===== config.mk =====
export PLATFORM = sky130hd
export DESIGN_NAME = rtc_irq_drift_comp
export DESIGN_NICKNAME = d
export VERILOG_FILES = /design/src/hdl/rtc_pkg.sv /design/src/hdl/osc_divider.sv /design/src/hdl/rtc_irq_drift_comp.sv
export SDC_FILE = /design/constraint.sdc
export NUM_CORES = 1
export LEC_CHECK = 0
export ABC_AREA = 1
export BUFFER_PORTS_ARGS = -buffer_cell sky130_fd_sc_hd__buf_2
export CAP_MARGIN = 25
export CORE_UTILIZATION = 55
export DETAILED_ROUTE_END_ITERATION = 8
export PLACE_DENSITY_LB_ADDON = 0.3
export SYNTH_ARGS = -nofsm -noshare
export SYNTH_HDL_FRONTEND = slang
export SYNTH_SLANG_ARGS = --single-unit
export TNS_END_PERCENT = 5

===== constraint.sdc =====
create_clock -name core_clk -period 5.6 [get_ports core_clk]
set_input_delay 1.68 -clock core_clk [delete_from_list [all_inputs] [get_ports core_clk]]
set_output_delay 1.68 -clock core_clk [all_outputs]
set_load 0.005 [all_outputs]

===== src/hdl/rtc_pkg.sv =====
package rtc_pkg;

  // ----------------------------------------------------------------
  // clocking
  // ----------------------------------------------------------------
  localparam int unsigned CORE_CLK_HZ = 100_000_000;
  localparam int unsigned OSC_HZ = 32768;
  // core cycles per 32-kHz tick, rounded down
  localparam int unsigned OSC_DIV = CORE_CLK_HZ / OSC_HZ;

  // ----------------------------------------------------------------
  // register bus
  // ----------------------------------------------------------------
  localparam int ADDR_W = 4;
  localparam int DATA_W = 8;
  localparam logic [3:0] OFS_CTRL = 4'h0;
  localparam logic [3:0] OFS_STATUS = 4'h1;
  localparam logic [3:0] OFS_IRQ_CTRL = 4'h2;
  localparam logic [3:0] OFS_COMP_LO = 4'h3;
  localparam logic [3:0] OFS_COMP_HI = 4'h4;
  localparam logic [3:0] OFS_TIME = 4'h5;
  localparam logic [3:0] OFS_ALARM = 4'h9;
  localparam logic [3:0] OFS_SUBSEC_LO = 4'hd;
  localparam logic [3:0] OFS_SUBSEC_HI = 4'he;

  // ----------------------------------------------------------------
  // field positions
  // ----------------------------------------------------------------
  localparam int CTRL_RUN = 0;
  localparam int CTRL_DRIFT = 1;
  localparam int CTRL_PRELOAD = 2;
  localparam int ST_RUNNING = 0;
  localparam int ST_PENDING = 1;
  localparam int IRQ_PER_LSB = 0;
  localparam int IRQ_PER_EN = 2;
  localparam int IRQ_ALARM_EN = 3;
  localparam int IRQ_DEFER = 4;

  // ----------------------------------------------------------------
  // reset values and counts
  // ----------------------------------------------------------------
  localparam logic [15:0] COMP_RST = 16'h0000;
  localparam logic [7:0] TIME_RST = 8'h00;
  localparam logic [16:0] SUBSEC_NOMINAL = 17'h08000;
  localparam logic [7:0] SEC_LAST = 8'h3b;
  localparam logic [7:0] MIN_LAST = 8'h3b;
  localparam logic [7:0] HOUR_LAST = 8'h17;
  localparam logic [7:0] DAY_LAST = 8'hff;
  localparam int TIME_FIELDS = 4;

  typedef enum logic [1:0] {
    PER_SECOND = 2'b00,
    PER_MINUTE = 2'b01,
    PER_HOUR = 2'b10,
    PER_DAY = 2'b11
  } period_type;

  function automatic logic [7:0] field_last(input int idx);
    case (idx)
      0: field_last = SEC_LAST;
      1: field_last = MIN_LAST;
      2: field_last = HOUR_LAST;
      default: field_last = DAY_LAST;
    endcase
  endfunction

endpackage


===== src/hdl/osc_divider.sv =====
`timescale 1ns/1ps
module osc_divider #(
  parameter int unsigned DIV = 3051
) (
  // clock and reset
  input wire logic core_clk,
  input wire logic arst_n,
  // enable out
  output logic tick
);

  localparam int CW = (DIV > 1) ? $clog2(DIV) : 1;
  localparam logic [CW-1:0] LAST = CW'(DIV - 1);

  logic [CW-1:0] count;
  logic [CW-1:0] next_count;
  logic next_tick;

  always_comb begin
    next_tick = (count == LAST);
    next_count = next_tick ? '0 : count + CW'(1);
  end

  always_ff @(posedge core_clk or negedge arst_n) begin
    if (!arst_n) begin
      count <= '0;
      tick <= 1'b0;
    end else begin
      count <= next_count;
      tick <= next_tick;
    end
  end

endmodule // osc_divider


===== src/hdl/rtc_irq_drift_comp.sv =====
`timescale 1ns/1ps
module rtc_irq_drift_comp #(
  parameter int unsigned TICK_DIV = rtc_pkg::OSC_DIV
) (
  // clock and reset
  input wire logic core_clk,
  input wire logic arst_n,
  // register port
  input wire logic [rtc_pkg::ADDR_W-1:0] addr,
  input wire logic [rtc_pkg::DATA_W-1:0] wr_data,
  input wire logic wr_en,
  input wire logic rd_en,
  output logic [rtc_pkg::DATA_W-1:0] rd_data,
  // power state
  input wire logic sleep_state,
  // interrupts
  output logic alarm_irq,
  output logic timer_irq
);
  import rtc_pkg::*;

  // ----------------------------------------------------------------
  // state
  // ----------------------------------------------------------------
  logic osc_tick;
  logic run_en, drift_en, running;
  period_type period_select;
  logic periodic_irq_enable, alarm_irq_enable, sleep_defer_enable;
  logic [15:0] comp;
  logic [15:0] subsec;
  logic [7:0] time_q [TIME_FIELDS];
  logic [7:0] alarm_q [TIME_FIELDS];
  logic timer_pending;

  logic next_run_en, next_drift_en, next_running;
  period_type next_period_select;
  logic next_periodic_irq_enable, next_alarm_irq_enable;
  logic next_sleep_defer_enable;
  logic [15:0] next_comp, next_subsec;
  logic [7:0] next_time [TIME_FIELDS];
  logic [7:0] next_alarm [TIME_FIELDS];
  logic next_timer_pending, next_alarm_irq, next_timer_irq;
  logic [DATA_W-1:0] next_rd_data;

  logic adjusted_second;
  logic [16:0] limit;
  logic sec_tick, carry, alarm_match, timer_evt, alarm_evt;
  logic deliver, hold;
  logic [TIME_FIELDS-1:0] rolled;

  // ----------------------------------------------------------------
  // 32-kHz enable
  // ----------------------------------------------------------------
  osc_divider #(
    .DIV(TICK_DIV)
  ) u_div (
    .core_clk(core_clk),
    .arst_n(arst_n),
    .tick(osc_tick)
  );

  // ----------------------------------------------------------------
  // next-state logic
  // ----------------------------------------------------------------
  always_comb begin
    next_run_en = run_en;
    next_drift_en = drift_en;
    next_running = running;
    next_period_select = period_select;
    next_periodic_irq_enable = periodic_irq_enable;
    next_alarm_irq_enable = alarm_irq_enable;
    next_sleep_defer_enable = sleep_defer_enable;
    next_comp = comp;
    next_subsec = subsec;
    next_alarm = alarm_q;
    next_time = time_q;
    next_rd_data = '0;
    rolled = '0;

    // freeze takes hold at a tick boundary, so the flag is honest
    if (osc_tick) begin
      next_running = run_en;
    end

    // hourly window is second 1 to 2 of minute 0
    adjusted_second = drift_en && (time_q[0] == 8'h01) &&
                      (time_q[1] == 8'h00);
    // sign-extended subtraction covers -32768..32767 in 17 bits
    limit = adjusted_second ?
            SUBSEC_NOMINAL - {comp[15], comp} : SUBSEC_NOMINAL;
    sec_tick = osc_tick && running &&
               ({1'b0, subsec} >= limit - 17'h00001);
    if (osc_tick && running) begin
      next_subsec = sec_tick ? 16'h0000 : subsec + 16'h0001;
    end

    carry = sec_tick;
    for (int i = 0; i < TIME_FIELDS; i++) begin
      if (carry) begin
        if (time_q[i] >= field_last(i)) begin
          next_time[i] = TIME_RST;
          rolled[i] = 1'b1;
        end else begin
          next_time[i] = time_q[i] + 8'h01;
          carry = 1'b0;
        end
      end
    end

    alarm_match = 1'b1;
    for (int i = 0; i < TIME_FIELDS; i++) begin
      if (next_time[i] != alarm_q[i]) begin
        alarm_match = 1'b0;
      end
    end
    alarm_evt = sec_tick && alarm_match;

    case (period_select)
      PER_SECOND: timer_evt = sec_tick;
      PER_MINUTE: timer_evt = rolled[0];
      PER_HOUR: timer_evt = rolled[1];
      PER_DAY: timer_evt = rolled[2];
      default: timer_evt = 1'b0;
    endcase
    timer_evt = timer_evt && periodic_irq_enable;

    // a pending event survives; a new one in the release cycle too
    deliver = (timer_evt || timer_pending) && periodic_irq_enable;
    hold = sleep_state && sleep_defer_enable;
    next_timer_pending = hold && deliver;
    next_timer_irq = !hold && deliver;
    next_alarm_irq = alarm_evt && alarm_irq_enable;

    // software writes win over the running count
    if (wr_en) begin
      case (addr)
        OFS_CTRL: begin
          next_run_en = wr_data[CTRL_RUN];
          next_drift_en = wr_data[CTRL_DRIFT];
          if (wr_data[CTRL_PRELOAD]) begin
            next_subsec = comp;
          end
        end
        OFS_IRQ_CTRL: begin
          next_period_select =
            period_type'(wr_data[IRQ_PER_LSB +: 2]);
          next_periodic_irq_enable = wr_data[IRQ_PER_EN];
          next_alarm_irq_enable = wr_data[IRQ_ALARM_EN];
          next_sleep_defer_enable = wr_data[IRQ_DEFER];
        end
        OFS_COMP_LO: next_comp[7:0] = wr_data;
        OFS_COMP_HI: next_comp[15:8] = wr_data;
        OFS_TIME, OFS_TIME + 4'h1, OFS_TIME + 4'h2, OFS_TIME + 4'h3:
          next_time[2'(addr - OFS_TIME)] = wr_data;
        OFS_ALARM, OFS_ALARM + 4'h1, OFS_ALARM + 4'h2, OFS_ALARM + 4'h3:
          next_alarm[2'(addr - OFS_ALARM)] = wr_data;
        default: ;
      endcase
    end

    if (rd_en) begin
      case (addr)
        OFS_CTRL: next_rd_data = {6'h00, drift_en, run_en};
        OFS_STATUS: next_rd_data = {6'h00, timer_pending, running};
        OFS_IRQ_CTRL: next_rd_data = {3'h0, sleep_defer_enable,
                                      alarm_irq_enable,
                                      periodic_irq_enable, period_select};
        OFS_COMP_LO: next_rd_data = comp[7:0];
        OFS_COMP_HI: next_rd_data = comp[15:8];
        OFS_TIME, OFS_TIME + 4'h1, OFS_TIME + 4'h2, OFS_TIME + 4'h3:
          next_rd_data = time_q[2'(addr - OFS_TIME)];
        OFS_ALARM, OFS_ALARM + 4'h1, OFS_ALARM + 4'h2, OFS_ALARM + 4'h3:
          next_rd_data = alarm_q[2'(addr - OFS_ALARM)];
        OFS_SUBSEC_LO: next_rd_data = subsec[7:0];
        OFS_SUBSEC_HI: next_rd_data = subsec[15:8];
        default: next_rd_data = '0;
      endcase
    end
  end

  // ----------------------------------------------------------------
  // registers
  // ----------------------------------------------------------------
  always_ff @(posedge core_clk or negedge arst_n) begin
    if (!arst_n) begin
      run_en <= 1'b0;
      drift_en <= 1'b0;
      running <= 1'b0;
      period_select <= PER_SECOND;
      periodic_irq_enable <= 1'b0;
      alarm_irq_enable <= 1'b0;
      sleep_defer_enable <= 1'b0;
      comp <= COMP_RST;
      subsec <= 16'h0000;
      timer_pending <= 1'b0;
      alarm_irq <= 1'b0;
      timer_irq <= 1'b0;
      rd_data <= '0;
      for (int i = 0; i < TIME_FIELDS; i++) begin
        time_q[i] <= TIME_RST;
        alarm_q[i] <= TIME_RST;
      end
    end else begin
      run_en <= next_run_en;
      drift_en <= next_drift_en;
      running <= next_running;
      period_select <= next_period_select;
      periodic_irq_enable <= next_periodic_irq_enable;
      alarm_irq_enable <= next_alarm_irq_enable;
      sleep_defer_enable <= next_sleep_defer_enable;
      comp <= next_comp;
      subsec <= next_subsec;
      timer_pending <= next_timer_pending;
      alarm_irq <= next_alarm_irq;
      timer_irq <= next_timer_irq;
      rd_data <= next_rd_data;
      time_q <= next_time;
      alarm_q <= next_alarm;
    end
  end

endmodule // rtc_irq_drift_comp


==> metrics.yaml, run 1 <==
place:
  gp_congestion: 0.984
  detailed_place.area_sq_um: 9340
  pre_cts_ws_ns: 0.719
  dp.final_hpwl_microns: 21400
  dp_cell_count: 1529
  port-buffer-count: 26
logic_synthesis:
  synth_seq_cells: 128
  synth_fp_nets: 1358
  synth.avg_cell_area_sq_um: 6.90
  prevailing_post_synth_register_cell: "sky130_fd_sc_hd__dfrtp_1"
  synth_warnings: 0
  syn_inst: 1309
  yosysSeqAreaShare_pct: 35.5
  syn-cell-area_sq_um: 9030
  async_reset_ff_share_pct: 100
  number_of_enable_flip_flop_cells_after_synthesis: 0
  ys_types: 51
timing:
  post-route-period-util_pct: 88.9
  grt_setup_unrepaired: "false"
  max_slew_margin_pct: 39.9
  number_of_hold_violations_in_the_final_report: 0
  timing_worst_slew_pin_value_ns: 0.902
  final-max-slew-violation-count: 0
  period_minus_slack_ns: 4.98
  setup_violations: 0
  timing.clock.skew_ns: 0.0125
  setup_slack_ns: 0.621
  fin_setup_tns_ns: 0
  timing.fmax_mhz: 201
setup_path:
  startpoint_type: "flip-flop"
  cp_max_fo: 12
  path_common_cell: "sky130_fd_sc_hd__nand3_1"
  critPathMaxStageDelay_ns: 0.41
  arrival_ns: 5.34
  worstSetupEndpointType: "flip-flop"
  critPathRequiredTime_ns: 5.96
  critical_path_class: "reg2reg"
  worst_path_max_delay_cell: "sky130_fd_sc_hd__dfrtp_1"
floorplanning:
  die_x_microns: 130
  top_level_ports: 27
  core_region_area_sq_um: 15900
  floorplan.die_area_sq_um: 16900
  die_height_microns: 130
  placementRows: 46
  initial_core_utilization_pct: 56.6
power_and_ir_drop:
  ir_drop_v: 0.000268
  power_report.internal_total_uw: 2030
  reg_power_share_pct: 40.1
  net_sw_power_uw: 1350
  power_density_nw_per_um2: 341
  combinational_share_of_power_pct: 28.9
  power_leakage_uw: 0.00489
  clock_power_share_pct: 30.9
  power_switching_share_pct: 40.0
routing:
  avgViaCountPerCell: 5.78
  detail_route.first_pass.iterations: 6
  ant_nets: 0
  remaining_drc_errors: 0
  drt-wirelength-per-cell_microns: 18.2
  num_vias: 9023
  drt_iter0_markers: 1074
  routed_wl_microns: 28300
final_layout:
  layout-area-overhead-vs-synth_pct: 9.59
  layout-drive-gt1-share_pct: 8.33
  finalCoreUtilization_pct: 62.0
  layout_commonest_cell: "sky130_fd_sc_hd__nand2_1"
  layout.cells.non_filler: 1560
  inserted_diodes: 0
  design.final.nets: 1381
  finish.instance_area_sq_um: 9890
  most-common-layout-cells: "sky130_fd_sc_hd__nand2_1, sky130_fd_sc_hd__inv_1, sky130_fd_sc_hd__o21ai_0"
grt:
  grt_overflow: 0
  grt_antenna_before_repair: 0
  first_global_vias: 8142
  grt_max_degree: 102
  grt_pass1_wl_microns: 44400
  overall_track_demand_over_capacity_in_global_routing_pct: 35.4
clock_tree:
  post_cts_resized: 0
  cts_buffers: 17
  cts_root_buf: "sky130_fd_sc_hd__clkbuf_16"
  cts_hold_buf: 0
  insertion_delay_ns: 0.43
  tritoncts: "built"
  h_tree_levels: 4
  clock_pin_slew_of_the_registers_on_the_worst_case_setup_and_hold_paths_ns: 0.06
  clockBufferDepth: 2
  postCtsSetupRepairBufs: 0
  cts.sink_count: 128
outcome:
  outcome: "finished clean"
job:
  drv.max_cap_violation_count: 0
min_path:
  hp-class: "reg2reg"
-- cells in the mapped netlist, types with 4 or more instances --
master                     number  area, sq um
sky130_fd_sc_hd__nand2_1      343         1290
sky130_fd_sc_hd__inv_1        176          661
sky130_fd_sc_hd__o21ai_0      141          706
sky130_fd_sc_hd__nor2_1       131          492
sky130_fd_sc_hd__dfrtp_1      128         3200
sky130_fd_sc_hd__nand3_1       92          460
sky130_fd_sc_hd__a21oi_1       49          245
sky130_fd_sc_hd__xor2_1        42          368
sky130_fd_sc_hd__ha_1          32          400
sky130_fd_sc_hd__o22ai_1       23          144
sky130_fd_sc_hd__clkbuf_1      21         78.8
sky130_fd_sc_hd__nor3_1        15         75.1
sky130_fd_sc_hd__nand4_1       10         62.6
sky130_fd_sc_hd__inv_2          9         33.8
sky130_fd_sc_hd__nor2_2         9         56.3
sky130_fd_sc_hd__nor2_4         9          101
sky130_fd_sc_hd__o21ai_1        7         35.0
sky130_fd_sc_hd__a221oi_1       6         52.6
sky130_fd_sc_hd__a22oi_1        6         45.0
sky130_fd_sc_hd__nand2_2        6         37.5
sky130_fd_sc_hd__xnor2_1        6         52.6
sky130_fd_sc_hd__a31oi_1        4         25.0
sky130_fd_sc_hd__clkinv_1       4         15.0
-- state kept, by name (all words and copies together) (netlist names), 2 cells and up --
register,flops
alarm_q,32
comp,16
period_select,2
rd_data,8
subsec,16
time_q,32
u_div.count,12
-- per-stage QoR --
step / total power (uW) / hold slack (ns)
floorplan: 1960 / 0.453
global placement: 2280 / 0.470
detailed placement: 2300 / 0.481
CTS: 3340 / 0.492
global route: 3560 / 0.512
finish: 3370 / 0.493
-- per-layer routing --
metal  wire, microns  share of wire (%)  up-vias  global-route usage, %
met5               0                  0        -                      0
met4             911                3.2        0                   13.1
met3            2970                 10       73                   7.30
met2           12200                 43      510                   52.8
met1           12300                 43     4128                   50.4
li1                -                  -     4312                      -
-- layout make-up --
| class | count | area (sq um) |
|---|---|---|
| well taps | 216 | 270 |
| clock buffers | 19 | 453 |
| inverters | 190 | 716 |
| fillers | 1494 | 6050 |
| flip-flops and latches | 128 | 3200 |
| multi-input cells | 965 | 4980 |
| clock inverters | 12 | 101 |
| repair buffers | 30 | 166 |
-- final timing paths --
kind / from / to / slack, ns / cells past startpoint
worst min register to register: alarm_q[11]$_DFFE_PN0P_ / alarm_q[11]$_DFFE_PN0P_ / 0.49 / 2
worst max register to register: time_q[16]$_DFF_PN0_ / alarm_irq$_DFF_PN0_ / 0.62 / 29
max in group asynchronous: arst_n / subsec[7]$_DFF_PN0_ / 3.28 / 2
min in group asynchronous: arst_n / alarm_q[14]$_DFFE_PN0P_ / 1.36 / 1
worst min-delay path: alarm_q[11]$_DFFE_PN0P_ / alarm_q[11]$_DFFE_PN0P_ / 0.49 / 2
worst max-delay path: time_q[16]$_DFF_PN0_ / alarm_irq$_DFF_PN0_ / 0.62 / 29
-- power groups by stage --
stage                     sequential [uW]  combinational (uW)  clock (uW)
after floorplan                      1260                 702           0
after global placement               1350                 933           0
after detailed placement             1350                 942           0
after CTS                            1340                 951        1050
after global routing                 1370                1090        1090
final                                1350                 976        1040
-- critical path, delay by kind of cell, from the launching register on --
kind,cells,cell delay (ns)
AND/OR/NAND/NOR,20,2.85
AO/OA/AOI/OAI,2,0.58
adder cells (fa/ha/maj),2,0.51
flip-flops,1,0.41
buffers and inverters,4,0.40
XOR/XNOR,1,0.16
-- cell families (layout without fill, tap and decap cells) --
family / Yosys count / after routing / synth area share (%)
compound gates: 251 / 251 / 15.5
xor+xnor: 48 / 48 / 4.66
fa+ha+maj: 32 / 32 / 4.44
buf+inv: 216 / 251 / 9.32
flops: 128 / 128 / 35.5
simple gates: 634 / 634 / 30.6
Note: power is estimated with default switching activity, not from simulation.
==> inputs of run 2 (changes only) <==
CORE_MARGIN = 2   (was unset)
MAX_ROUTING_LAYER = met4   (was unset)
==> run 2 against run 1 <==
  * Highest routed layer unchanged
  * Cell count grew 0.13%
  * Utilization is 0.22 points higher
  * Sequential power about the same
  * Maximum frequency up 0.48%
  * Final area grew 0.35%
  * Combinational power rose by 0.8%
  * Largest cell class unchanged
  * Critical path type unchanged
  * Via count up 0.49%
  * Hold slack worse by 0.0051 ns
  * Global-route usage fell by 1.3 points
  * Sequential cell count unchanged
==> metrics.yaml, run 2 (synthesized netlist as in run 1, its figures left out) <==
power_and_ir_drop:
  clock_power_share_pct: 32.0  # was 30.9%
  net_sw_power_uw: 1370  # was 1350 uW
  power_leakage_uw: 0.00491  # was 0.00489 uW
  power_report.internal_total_uw: 2060  # was 2030 uW
  power_density_nw_per_um2: 345  # was 341 nW/um^2
  ir_drop_v: 0.000232  # was 0.000268 V
  power_switching_share_pct: 40.1  # was 40.0%
  combinational_share_of_power_pct: 28.7  # was 28.9%
  reg_power_share_pct: 39.3  # was 40.1%
timing:
  final-max-slew-violation-count: 0  # unchanged
  post-route-period-util_pct: 88.5  # was 88.9%
  setup_violations: 0  # unchanged
  timing_worst_slew_pin_value_ns: 0.913  # was 0.902 ns
  period_minus_slack_ns: 4.96  # was 4.98 ns
  setup_slack_ns: 0.645  # was 0.621 ns
  fin_hold_ws_ns: 0.488  # was 0.493 ns
  number_of_hold_violations_in_the_final_report: 0  # unchanged
  timing.clock.skew_ns: 0.00770  # was 0.0125 ns
  timing.fmax_mhz: 202  # was 201 MHz
  grt_setup_unrepaired: "false"  # unchanged
  fin_setup_tns_ns: 0  # unchanged
  max_slew_margin_pct: 39.1  # was 39.9%
clock_tree:
  h_tree_levels: 4  # unchanged
  cts_buffers: 17  # unchanged
  cts_root_buf: "sky130_fd_sc_hd__clkbuf_16"  # unchanged
  clock_pin_slew_of_the_registers_on_the_worst_case_setup_and_hold_paths_ns: 0.06  # about the same
  postCtsSetupRepairBufs: 0  # unchanged
  clockBufferDepth: 2  # unchanged
  post_cts_resized: 0  # unchanged
  insertion_delay_ns: 0.43  # about the same
  tritoncts: "built"  # unchanged
  cts.sink_count: 128  # unchanged
  cts_hold_buf: 0  # unchanged
place:
  detailed_place.area_sq_um: 9350  # was 9340 sq um
  gp_congestion: 1.02  # was 0.984
  pre_cts_ws_ns: 0.670  # was 0.719 ns
  port-buffer-count: 26  # unchanged
  dp.final_hpwl_microns: 21600  # was 21,400 microns
grt:
  first_global_vias: 8213  # was 8,142
  overall_track_demand_over_capacity_in_global_routing_pct: 34.1  # was 35.4%
  grt_max_degree: 103  # was 102
  grt_overflow: 0  # unchanged
  grt_antenna_before_repair: 0  # unchanged
  grt_pass1_wl_microns: 44500  # was 44,400 microns
setup_path:
  worst_path_max_delay_cell: "sky130_fd_sc_hd__dfrtp_1"  # unchanged
  startpoint_type: "flip-flop"  # unchanged
  setup.worst_path.start: "time_q[16]$_DFF_PN0_"  # unchanged
  reg2reg_slack_ns: 0.64  # was 0.62 ns
  critPathMaxStageDelay_ns: 0.41  # about the same
  worstReg2RegEnd: "alarm_irq$_DFF_PN0_"  # unchanged
  worstRegToRegCells: 33  # was 29
  critical_path_class: "reg2reg"  # unchanged
  timing.critical_path.to: "alarm_irq$_DFF_PN0_"  # unchanged
  path_common_cell: "sky130_fd_sc_hd__nand2_1"  # was sky130_fd_sc_hd__nand3_1
  arrival_ns: 5.32  # was 5.34 ns
  timing.rr.start: "time_q[16]$_DFF_PN0_"  # unchanged
  cp_max_fo: 12  # unchanged
  critPathRequiredTime_ns: 5.96  # about the same
  worstSetupEndpointType: "flip-flop"  # unchanged
routing:
  drt-wirelength-per-cell_microns: 18.2  # about the same
  avgViaCountPerCell: 5.80  # was 5.78
  ant_nets: 0  # unchanged
  drt_iter0_markers: 1373  # was 1,074
  remaining_drc_errors: 0  # unchanged
  detail_route.first_pass.iterations: 7  # was 6
  num_vias: 9067  # was 9,023
  routed_wl_microns: 28400  # was 28,300 microns
floorplanning:
  core_region_area_sq_um: 15900  # unchanged
  initial_core_utilization_pct: 56.6  # unchanged
  floorplan.die_area_sq_um: 17500  # was 16,900 sq um
  die_height_microns: 132  # was 130 microns
  top_level_ports: 27  # unchanged
  die_x_microns: 132  # was 130 microns
  placementRows: 46  # unchanged
final_layout:
  layout_commonest_cell: "sky130_fd_sc_hd__nand2_1"  # unchanged
  finalCoreUtilization_pct: 62.3  # was 62.0%
  layout-area-overhead-vs-synth_pct: 9.98  # was 9.59%
  design.final.nets: 1382  # was 1,381
  most-common-layout-cells: "sky130_fd_sc_hd__nand2_1, sky130_fd_sc_hd__inv_1, sky130_fd_sc_hd__o21ai_0"  # unchanged
  top_regs: "alarm_q: 32 flops, time_q: 32 flops"  # unchanged
  finish.instance_area_sq_um: 9930  # was 9890 sq um
  layout-drive-gt1-share_pct: 8.54  # was 8.33%
  inserted_diodes: 0  # unchanged
outcome:
  outcome: "finished clean"  # unchanged
job:
  drv.max_cap_violation_count: 0  # unchanged
min_path:
  hp-class: "reg2reg"  # unchanged
  worstHoldStart: "alarm_q[11]$_DFFE_PN0P_"  # unchanged
## run 2: cell count changes in the layout (fill, tap and decap cells not counted), sizes merged
cell / previous run / this run
buf: 30 / 31
bufinv: 0 / 1
clkbuf: 19 / 17
clkinvlp: 3 / 2
inv: 191 / 194
## run 2: stage by stage
stage / cells / power (uW)
4_1_cts: 1562 / 3400
5_1_grt: 1562 / 3610
3_3_place_gp: 1530 / 2290
6_report: 1562 / 3430
2_1_floorplan: 1309 / 1960
3_5_place_dp: 1530 / 2300
## run 2: routing by layer
metal  GRT usage, %  routed length, microns  up-vias
li1               -                       -     4304
met1           48.0                   12400     4155
met2           48.4                   12100      527
met3           7.84                    3060       81
met4           11.3                     855        0
met5              -                       0        -
## run 2: worst min path at each step
stage	to	slack (ns)	depth (start not counted)
after CTS	alarm_q[11]$_DFFE_PN0P_	0.49	2
after detailed placement	alarm_q[11]$_DFFE_PN0P_	0.47	2
final	alarm_q[11]$_DFFE_PN0P_	0.49	2
after global placement	alarm_q[11]$_DFFE_PN0P_	0.47	2
after global routing	alarm_q[11]$_DFFE_PN0P_	0.51	2
after floorplan	alarm_irq_enable$_DFFE_PN0P_	0.45	2
## run 2: worst max-delay path, delay by kind of cell (launching register included)
family,cells,cell delay (ns)
simple gates,23,2.88
buf+inv,5,0.54
compound gates,2,0.45
flops,1,0.41
fa+ha+maj,2,0.35
xor+xnor,1,0.25
## run 2: area by class of cell
class / instances / area, sq um
clock inverters: 15 / 150
flip-flops and latches: 128 / 3200
clock buffers: 17 / 425
fillers: 1481 / 6020
multi-input cells: 965 / 4990
inverters: 190 / 716
repair buffers: 31 / 174
well taps: 216 / 270
## run 2: power groups by stage
stage | Combinational (uW) | Clock [uW] | Sequential [uW]
after floorplan | 702 | 0 | 1260
after global placement | 944 | 0 | 1350
after detailed placement | 950 | 0 | 1350
after CTS | 959 | 1110 | 1330
after global routing | 1100 | 1140 | 1370
final | 984 | 1100 | 1350
